File: config.mk
export PLATFORM = sky130hd
export DESIGN_NAME = scif_top
export DESIGN_NICKNAME = d
export VERILOG_FILES = /design/src/scif_pkg.sv /design/src/scif_desc_if.sv /design/src/scif_desc.sv /design/src/scif_top.sv
export SDC_FILE = /design/constraint.sdc
export NUM_CORES = 1
export LEC_CHECK = 0
export BUFFER_PORTS_ARGS = -buffer_cell sky130_fd_sc_hd__clkbuf_2
export CORE_MARGIN = 4
export CORE_UTILIZATION = 60
export DETAILED_ROUTE_END_ITERATION = 10
export GPL_TIMING_DRIVEN = 1
export PLACE_DENSITY = 0.87
export SLEW_MARGIN = 10
export SYNTH_ARGS = -nofsm -noshare
export SYNTH_HDL_FRONTEND = slang
export SYNTH_HIERARCHICAL = 1
export SYNTH_SLANG_ARGS = --single-unit
File: constraint.sdc
create_clock -name MCLK_I -period 8.1 [get_ports MCLK_I]
set_input_delay 0.405 -clock MCLK_I [delete_from_list [all_inputs] [get_ports MCLK_I]]
set_output_delay 0.405 -clock MCLK_I [all_outputs]
set_load 0.02 [all_outputs]
File: src/scif_pkg.sv
/*
 * Constants for the security compliance information formatter: request
 * codes, response layout, descriptor fields, strings and credentials.
 * Assumes a single clock domain and byte-wide streaming toward the host.
 */
// How it works
// - Protocol 00h, specific 0002h returns compliance layout
// - Bytes 0-3 hold m-3, descriptors from 4
// - Pad bytes after descriptors are all zero
// - Descriptor: type, zero, length, then specific data
// - Several same-type descriptors may be sent
// - Only type 0001h is ever emitted
// - Length counts bytes after it; type selects meaning
// - Crypto descriptor: type 0001h, length 0000 0208h
// - Byte 8: 32h or 33h related standard
// - Byte 9 level character; bytes 10-15 zero
// - Bytes 16-143 hardware version, null padded
// - Bytes 144-271 certified version, independent of inquiry
// - Bytes 272-527 module name, null padded
// - Factory credential seeds owner and admin credentials
package scif_pkg;

  ////////////////////////////////////////////////////////////////////////
  // Request decode
  localparam logic [7:0] PROTO_INFO = 8'h00;
  localparam logic [15:0] SPEC_COMPLIANCE = 16'h0002;

  ////////////////////////////////////////////////////////////////////////
  // Response layout
  localparam logic [31:0] HDR_BYTES = 32'h0000_0004;
  localparam logic [31:0] DESC_BYTES = 32'h0000_0210;
  localparam logic [9:0] DESC_LAST_OFS = 10'h20F;
  localparam logic [1:0] MAX_DESC = 2'h3;

  ////////////////////////////////////////////////////////////////////////
  // Descriptor field offsets and fixed values
  localparam logic [9:0] OFS_TYPE = 10'h000;
  localparam logic [9:0] OFS_LEN = 10'h004;
  localparam logic [9:0] OFS_STD = 10'h008;
  localparam logic [9:0] OFS_LEVEL = 10'h009;
  localparam logic [9:0] OFS_HW = 10'h010;
  localparam logic [9:0] OFS_VER = 10'h090;
  localparam logic [9:0] OFS_NAME = 10'h110;
  localparam logic [15:0] DESC_TYPE_CRYPTO = 16'h0001;
  localparam logic [31:0] DESC_LEN_CRYPTO = 32'h0000_0208;
  localparam logic [7:0] STD_140_2 = 8'h32;
  localparam logic [7:0] STD_140_3 = 8'h33;

  ////////////////////////////////////////////////////////////////////////
  // Identification strings, right aligned, at most 16 characters
  localparam logic [127:0] HW_STR = "HW-REV-A";
  localparam logic [9:0] HW_STR_LEN = 10'h008;
  localparam logic [127:0] VER_STR = "FW-1.00";
  localparam logic [9:0] VER_STR_LEN = 10'h007;
  localparam logic [127:0] NAME_STR = "CRYPTO CORE";
  localparam logic [9:0] NAME_STR_LEN = 10'h00B;

  ////////////////////////////////////////////////////////////////////////
  // Credentials; the factory value is arbitrary
  localparam logic [31:0] FACTORY_CRED = 32'hC0DE_0001;
  localparam logic [1:0] CRED_OWNER = 2'h0;
  localparam logic [1:0] CRED_RANGE = 2'h1;
  localparam logic [1:0] CRED_ERASE = 2'h2;

  typedef enum logic [0:0] {ST_IDLE, ST_SEND} scif_state_type;

endpackage

File: src/scif_desc_if.sv
/*
 * Carrier between the stream sequencer and the descriptor byte source.
 * Assumes both ends sit in the same clock domain; content is combinational.
 */
interface scif_desc_if;
  logic [9:0] offset;
  logic std_sel;
  logic [7:0] level;
  logic [7:0] data;

  modport src (input offset, input std_sel, input level, output data);
  modport user (output offset, output std_sel, output level, input data);
endinterface

File: src/scif_desc.sv
/*
 * Byte source for one cryptographic-module compliance descriptor.
 * Assumes offset stays within 0 to 527; data is purely combinational.
 */
module scif_desc (
  scif_desc_if.src dsc
);

  //////////////////////////////////////////////////////////////////////////
  // Null terminated, null padded string byte
  function automatic logic [7:0] str_byte(input logic [127:0] s,
                                          input logic [9:0] len,
                                          input logic [9:0] idx);
    logic [9:0] sh;
    sh = len - idx - 10'h001;
    if (idx < len) begin
      return s[{sh[3:0], 3'h0} +: 8];
    end
    return 8'h00;
  endfunction

  //////////////////////////////////////////////////////////////////////////
  // Field select by offset within the descriptor
  always_comb begin
    logic [9:0] o;
    o = dsc.offset;
    dsc.data = 8'h00;
    if (o < scif_pkg::OFS_LEN) begin
      if (o == 10'h001) begin
        dsc.data = scif_pkg::DESC_TYPE_CRYPTO[7:0];
      end else if (o == scif_pkg::OFS_TYPE) begin
        dsc.data = scif_pkg::DESC_TYPE_CRYPTO[15:8];
      end
    end else if (o < scif_pkg::OFS_STD) begin
      // Length counts the bytes after the length field
      dsc.data =
        scif_pkg::DESC_LEN_CRYPTO[{2'h3 - o[1:0], 3'h0} +: 8];
    end else if (o == scif_pkg::OFS_STD) begin
      dsc.data = dsc.std_sel ? scif_pkg::STD_140_3 :
                 scif_pkg::STD_140_2;
    end else if (o == scif_pkg::OFS_LEVEL) begin
      dsc.data = dsc.level;
    end else if (o < scif_pkg::OFS_HW) begin
      dsc.data = 8'h00;
    end else if (o < scif_pkg::OFS_VER) begin
      dsc.data = str_byte(scif_pkg::HW_STR, scif_pkg::HW_STR_LEN,
                          o - scif_pkg::OFS_HW);
    end else if (o < scif_pkg::OFS_NAME) begin
      dsc.data = str_byte(scif_pkg::VER_STR, scif_pkg::VER_STR_LEN,
                          o - scif_pkg::OFS_VER);
    end else begin
      dsc.data = str_byte(scif_pkg::NAME_STR, scif_pkg::NAME_STR_LEN,
                          o - scif_pkg::OFS_NAME);
    end
  end

endmodule

File: src/scif_top.sv
/*
 * Security compliance information formatter: takes a security protocol
 * in request, streams the compliance response bytes toward the host and
 * keeps the factory and ownership credentials.
 * Assumes request and stream signals are synchronous to MCLK_I.
 */
module scif_top (
  input wire logic MCLK_I,
  input wire logic RST_N_I,
  // Request
  input wire logic REQ_VALID_I,
  input wire logic [7:0] REQ_PROTOCOL_I,
  input wire logic [15:0] REQ_SPECIFIC_I,
  input wire logic [31:0] REQ_ALLOC_LEN_I,
  input wire logic [1:0] REQ_DESC_COUNT_I,
  input wire logic REQ_STD_SEL_I,
  input wire logic [7:0] REQ_LEVEL_I,
  output logic REQ_READY_O,
  output logic REQ_REJECT_O,
  output logic REQ_DONE_O,
  // Response stream
  output logic DATA_VALID_O,
  output logic [7:0] DATA_O,
  output logic DATA_LAST_O,
  input wire logic DATA_READY_I,
  // Credentials
  input wire logic CRED_WR_I,
  input wire logic [1:0] CRED_SEL_I,
  input wire logic [31:0] CRED_DATA_I,
  output logic [31:0] FACTORY_CRED_O,
  output logic [31:0] OWNER_CRED_O,
  output logic [31:0] RANGE_ADMIN_CRED_O,
  output logic [31:0] ERASE_ADMIN_CRED_O
);

  scif_pkg::scif_state_type state_reg, state_next;
  logic [31:0] pos_reg, pos_next;
  logic [31:0] alloc_reg, alloc_next;
  logic [1:0] count_reg, count_next;
  logic [9:0] off_reg, off_next;
  logic std_reg, std_next;
  logic [7:0] level_reg, level_next;
  logic valid_reg, valid_next;
  logic [7:0] data_reg, data_next;
  logic last_reg, last_next;
  logic reject_reg, reject_next;
  logic done_reg, done_next;
  logic [31:0] owner_reg, owner_next;
  logic [31:0] range_reg, range_next;
  logic [31:0] erase_reg, erase_next;
  logic [31:0] desc_total;
  logic [31:0] content_len;
  logic [7:0] cur_byte;
  logic load;
  logic match;

  scif_desc_if dif ();

  //////////////////////////////////////////////////////////////////////////
  // Descriptor byte source
  scif_desc i_scif_desc (
    .dsc (dif.src)
  );

  assign dif.offset = off_reg;
  assign dif.std_sel = std_reg;
  assign dif.level = level_reg;

  //////////////////////////////////////////////////////////////////////////
  // Response sizes and the byte at the current position
  assign match = (REQ_PROTOCOL_I == scif_pkg::PROTO_INFO) &&
                 (REQ_SPECIFIC_I == scif_pkg::SPEC_COMPLIANCE);
  assign desc_total = scif_pkg::DESC_BYTES * {30'h0, count_reg};
  assign content_len = scif_pkg::HDR_BYTES + desc_total;

  always_comb begin
    cur_byte = 8'h00;
    if (pos_reg < scif_pkg::HDR_BYTES) begin
      // Big-endian count of descriptor bytes
      cur_byte = desc_total[{2'h3 - pos_reg[1:0], 3'h0} +: 8];
    end else if (pos_reg < content_len) begin
      cur_byte = dif.data;
    end
  end

  //////////////////////////////////////////////////////////////////////////
  // Handshakes
  assign REQ_READY_O = (state_reg == scif_pkg::ST_IDLE);
  assign load = !valid_reg || DATA_READY_I;

  //////////////////////////////////////////////////////////////////////////
  // Sequencer next state
  always_comb begin
    state_next = state_reg;
    pos_next = pos_reg;
    alloc_next = alloc_reg;
    count_next = count_reg;
    off_next = off_reg;
    std_next = std_reg;
    level_next = level_reg;
    valid_next = valid_reg;
    data_next = data_reg;
    last_next = last_reg;
    reject_next = 1'b0;
    done_next = 1'b0;
    case (state_reg)
      scif_pkg::ST_IDLE: begin
        valid_next = 1'b0;
        last_next = 1'b0;
        if (REQ_VALID_I) begin
          if (!match) begin
            reject_next = 1'b1;
          end else if (REQ_ALLOC_LEN_I == 32'h0000_0000) begin
            done_next = 1'b1;
          end else begin
            state_next = scif_pkg::ST_SEND;
            pos_next = 32'h0000_0000;
            off_next = 10'h000;
            alloc_next = REQ_ALLOC_LEN_I;
            // Zero count sends one descriptor; 1 to 3 are sent as requested
            count_next = (REQ_DESC_COUNT_I == 2'h0) ? 2'h1 :
                         REQ_DESC_COUNT_I;
            std_next = REQ_STD_SEL_I;
            level_next = REQ_LEVEL_I;
          end
        end
      end
      scif_pkg::ST_SEND: begin
        if (load) begin
          if (pos_reg < alloc_reg) begin
            valid_next = 1'b1;
            data_next = cur_byte;
            last_next = (pos_reg == alloc_reg - 32'h0000_0001);
            pos_next = pos_reg + 32'h0000_0001;
            if ((pos_reg >= scif_pkg::HDR_BYTES) &&
                (pos_reg < content_len)) begin
              // Restart the offset for each following descriptor
              off_next = (off_reg == scif_pkg::DESC_LAST_OFS) ? 10'h000 :
                         off_reg + 10'h001;
            end
          end else begin
            // Allocation reached: no further bytes
            valid_next = 1'b0;
            last_next = 1'b0;
            done_next = 1'b1;
            state_next = scif_pkg::ST_IDLE;
          end
        end
      end
      default: begin
        state_next = scif_pkg::ST_IDLE;
        valid_next = 1'b0;
      end
    endcase
  end

  //////////////////////////////////////////////////////////////////////////
  // Sequencer registers
  always_ff @(posedge MCLK_I or negedge RST_N_I) begin
    if (!RST_N_I) begin
      state_reg <= scif_pkg::ST_IDLE;
      pos_reg <= 32'h0000_0000;
      alloc_reg <= 32'h0000_0000;
      count_reg <= 2'h1;
      off_reg <= 10'h000;
      std_reg <= 1'b0;
      level_reg <= 8'h00;
      valid_reg <= 1'b0;
      data_reg <= 8'h00;
      last_reg <= 1'b0;
      reject_reg <= 1'b0;
      done_reg <= 1'b0;
    end else begin
      state_reg <= state_next;
      pos_reg <= pos_next;
      alloc_reg <= alloc_next;
      count_reg <= count_next;
      off_reg <= off_next;
      std_reg <= std_next;
      level_reg <= level_next;
      valid_reg <= valid_next;
      data_reg <= data_next;
      last_reg <= last_next;
      reject_reg <= reject_next;
      done_reg <= done_next;
    end
  end

  assign DATA_VALID_O = valid_reg;
  assign DATA_O = data_reg;
  assign DATA_LAST_O = last_reg;
  assign REQ_REJECT_O = reject_reg;
  assign REQ_DONE_O = done_reg;

  //////////////////////////////////////////////////////////////////////////
  // Credentials next values; host replaces them after taking ownership
  always_comb begin
    owner_next = owner_reg;
    range_next = range_reg;
    erase_next = erase_reg;
    if (CRED_WR_I) begin
      case (CRED_SEL_I)
        scif_pkg::CRED_OWNER: owner_next = CRED_DATA_I;
        scif_pkg::CRED_RANGE: range_next = CRED_DATA_I;
        scif_pkg::CRED_ERASE: erase_next = CRED_DATA_I;
        default: owner_next = owner_reg;
      endcase
    end
  end

  // Credential registers start from the factory value
  always_ff @(posedge MCLK_I or negedge RST_N_I) begin
    if (!RST_N_I) begin
      owner_reg <= scif_pkg::FACTORY_CRED;
      range_reg <= scif_pkg::FACTORY_CRED;
      erase_reg <= scif_pkg::FACTORY_CRED;
    end else begin
      owner_reg <= owner_next;
      range_reg <= range_next;
      erase_reg <= erase_next;
    end
  end

  assign FACTORY_CRED_O = scif_pkg::FACTORY_CRED;
  assign OWNER_CRED_O = owner_reg;
  assign RANGE_ADMIN_CRED_O = range_reg;
  assign ERASE_ADMIN_CRED_O = erase_reg;

endmodule
==> impl_metrics.toml <==
[outcome]
status = "finished, violations left"
violations = "negative hold slack"

[layout]
final_nets = 1486
multiInputGateArea_sq_mm = 0.005947
fill_cells = 1418
fin_cells = 1578
n_antenna_cell = 0
area_growth_pct = 15.23
layout-drive-gt1-share_pct = 30.58
regArea_sq_mm = 0.004890
fin_area_sq_mm = 0.01307

[floorplanning]
core_area_sq_mm = 0.01864
initial_utilization_pct = 60.85
die_h_um = 145.5
dieArea_sq_mm = 0.02117
fp-row-count = 50
ioPinCount = 247
die_x_um = 145.5

[global_route]
grt_usage_pct = 27.73
grt_overflow = 0
antenna_found_initial = 0
grt_max_degree = 113
grt_pass1_vias = 9338
grt_pass1_wl_um = 48600

[logic_synthesis]
synth_cell_types = 80
netlist_area_sq_mm = 0.01134
ys_ff_latch = 194
yosysSeqAreaShare_pct = 43.10
synthCells = 1146
yosysWarnings = 6
synth_enable_flop_cells = 0
avgSynthCellArea_sq_um = 9.899
synth_ff_type = "dfrtp_1"
ys_async_sr_fraction_pct = 100.0

[drt]
drc = 0
drt_iter0_drc = 1003
wl_um = 30070
viasPerCell = 6.136
drt-pass1-iter-count = 6
route.vias.total = 9683
antenna_left = 0
routedWlPerCell_um = 19.06

[setup_path]
path_cells = "ha_1, a21oi_1, o21ai_1, a221oi_1, a2111o_1, a31oi_1, nor3_1, nand4_1, mux2_1"
crit_type = "flop to flop"
end_kind = "flop"
worstRegToRegCells = 9
r2r_slack_ns = 4.48
startpoint = "pos_reg[17]"
start_kind = "flop"
critPathSlowestCell = "a221oi_1"
critical_path.top_delay_family = "compound AO/OA/AOI/OAI gates"
crit_required_ns = 8.42
critPathBufInv = 0
critPathMaxStageDelay_ns = 0.73
worstReg2RegEnd = "pos_reg[30]"
regToRegStartpoint = "pos_reg[17]"
critical_path.max_fanout = 8
worst-endpoint-arrival_ns = 3.94

[timing]
fin_setup_tns_ns = 0
clock_skew_ns = 0.01018
fin_crit_sh_pct = 44.65
worst_pin_slew_ns = 1.074
setup_viol = 0
fin_crit_ns = 3.617
rsz0062_at_grt = "false"
whs_ns = -0.0003428
slew_viol_final = 0
max_clock_freq_mhz = 276.5
relSlewSlack_pct = 28.41
hold_viol = 1

[clocking]
insertion_delay_ns = 0.44
cts_root_buf = "clkbuf_16"
cts_setup_buffers = 0
cts_sinks = 194
cts_tree = "yes"
clk_path_buf_depth = 2
cts_buffers = 17
htree_levels = 4
post_cts_resized = 0
clk_pin_slew_ns = 0.08
ctsHoldBuffers = 0

[pwr]
p_total_mw = 2.386
leakage_nw = 5.947
vdd_drop_max_mv = 0.1609
p_per_area_mw_per_mm2 = 182.5

[placed_design]
numPlacedInstances = 1546
dp_hpwl_um = 22020
portBuffers = 214
gp_congestion = 0.9424
placed_area_sq_mm = 0.01245

[worst_hold_path]
min_path_type = "input pin to asynchronous set/reset pin"

[run]
cap_viol_max_count = 0
how the worst max path moves through the flow:
| stage | to | slack [ns] | depth (start not counted) |
|---|---|---|---|
| finish | pos_reg[30] | 4.48 | 9 |
| global route | dif.offset[3] | 4.32 | 10 |
| CTS | pos_reg[30] | 4.65 | 9 |
| detailed placement | pos_reg[30] | 4.67 | 10 |
| global placement | pos_reg[30] | 4.77 | 9 |
| floorplan | pos_reg[30] | 5.09 | 10 |
worst reg2reg max path: stages (launching register included):
cell and delay (ns):
dfrtp_1 0.50, ha_1 0.36, a21oi_1 0.14, o21ai_1 0.09, a221oi_1 0.73, a2111o_1 0.35, a31oi_1 0.19, nor3_1 0.65
nand4_1 0.17, mux2_1 0.33
Yosys cell counts, types with 7 or more instances:
cell	instances	area share, %
a21oi_1	52	2.3
nor2_1	57	1.9
o31ai_1	15	0.99
xor2_1	17	1.3
nand3_1	46	2.0
nor2b_1	11	0.61
nor3_1	14	0.62
o211ai_1	7	0.46
clkbuf_1	40	1.3
and2_1	10	0.55
nor4_1	31	1.7
mux2i_1	9	0.79
ha_1	49	5.4
o21ai_1	18	0.79
and3_1	16	0.88
xnor2_1	30	2.3
dfstp_2	28	6.5
mux2_2	106	11
a31oi_1	7	0.39
dfrtp_1	166	37
a21o_1	8	0.53
or3_1	18	0.99
inv_1	47	1.6
nand2_1	94	3.1
buf_4	32	2.1
buf_1	7	0.23
nand4_1	26	1.4
o21ai_0	74	3.3
placed cells by master, fill, tap and decap left out, types with 8 or more instances in the layout:
| cell type | n |
|---|---|
| nand2_1 | 94 |
| a21oi_1 | 51 |
| nor3_1 | 14 |
| a21o_1 | 8 |
| nor2_1 | 57 |
| o21ai_1 | 18 |
| o21ai_0 | 74 |
| xor2_1 | 17 |
| and3_1 | 16 |
| and2_1 | 10 |
| clkbuf_16 | 17 |
| nand4_1 | 26 |
| mux2_2 | 106 |
| nor2b_1 | 10 |
| mux2i_1 | 9 |
| o31ai_1 | 15 |
| dfstp_2 | 28 |
| inv_1 | 47 |
| ha_1 | 49 |
| or3_1 | 18 |
| dfrtp_1 | 166 |
| nand3_1 | 46 |
| clkbuf_2 | 213 |
| nor4_1 | 31 |
| xnor2_1 | 30 |
| conb_1 | 32 |
power breakdown:
group          switching (mW)  leakage [nW]  internal (mW)
Sequential             0.0480          2.24           1.08
Clock                   0.441         0.303          0.428
Combinational           0.241          3.40          0.151
area by class of cell:
class / instances / area share, %
clock buffer: 17 / 3.254
tap: 234 / 2.240
timing repair buffer: 221 / 8.662
sequential: 194 / 37.40
multi-input combinational: 848 / 45.49
clock inverter: 15 / 1.541
inverter: 49 / 1.407
metal layers:
metal | vias to the layer above | share of wire (%) | GRT usage, %
met2 | 475 | 48 | 45.76
met4 | 0 | 3.1 | 10.30
met1 | 4651 | 42 | 36.94
met5 | - | 0 | 0
met3 | 87 | 7.0 | 4.921
li1 | 4470 | - | -
through the flow:
| stage | hold WS, ns | worst slack, ns | utilization [%] |
|---|---|---|---|
| floorplan | 0.1094 | 5.090 | - |
| global placement | 0.4544 | 4.769 | 66.76 |
| detailed placement | 0.4704 | 4.672 | 66.76 |
| CTS | 0.01788 | 4.649 | 70.12 |
| global route | 0.03814 | 4.319 | 70.12 |
| finish | -0.0003428 | 4.483 | 70.12 |
kinds of logic after synthesis:
kind of cell             share of synthesized area (%)
AO/OA/AOI/OAI                                    12.68
buffers and inverters                            5.614
AND/OR/NAND/NOR                                  17.94
XOR/XNOR                                         3.772
flip-flops                                       43.10
adder cells (fa/ha/maj)                          5.404
multiplexers                                     11.42
other                                          0.06620
Power figures use the tool's default switching activity.
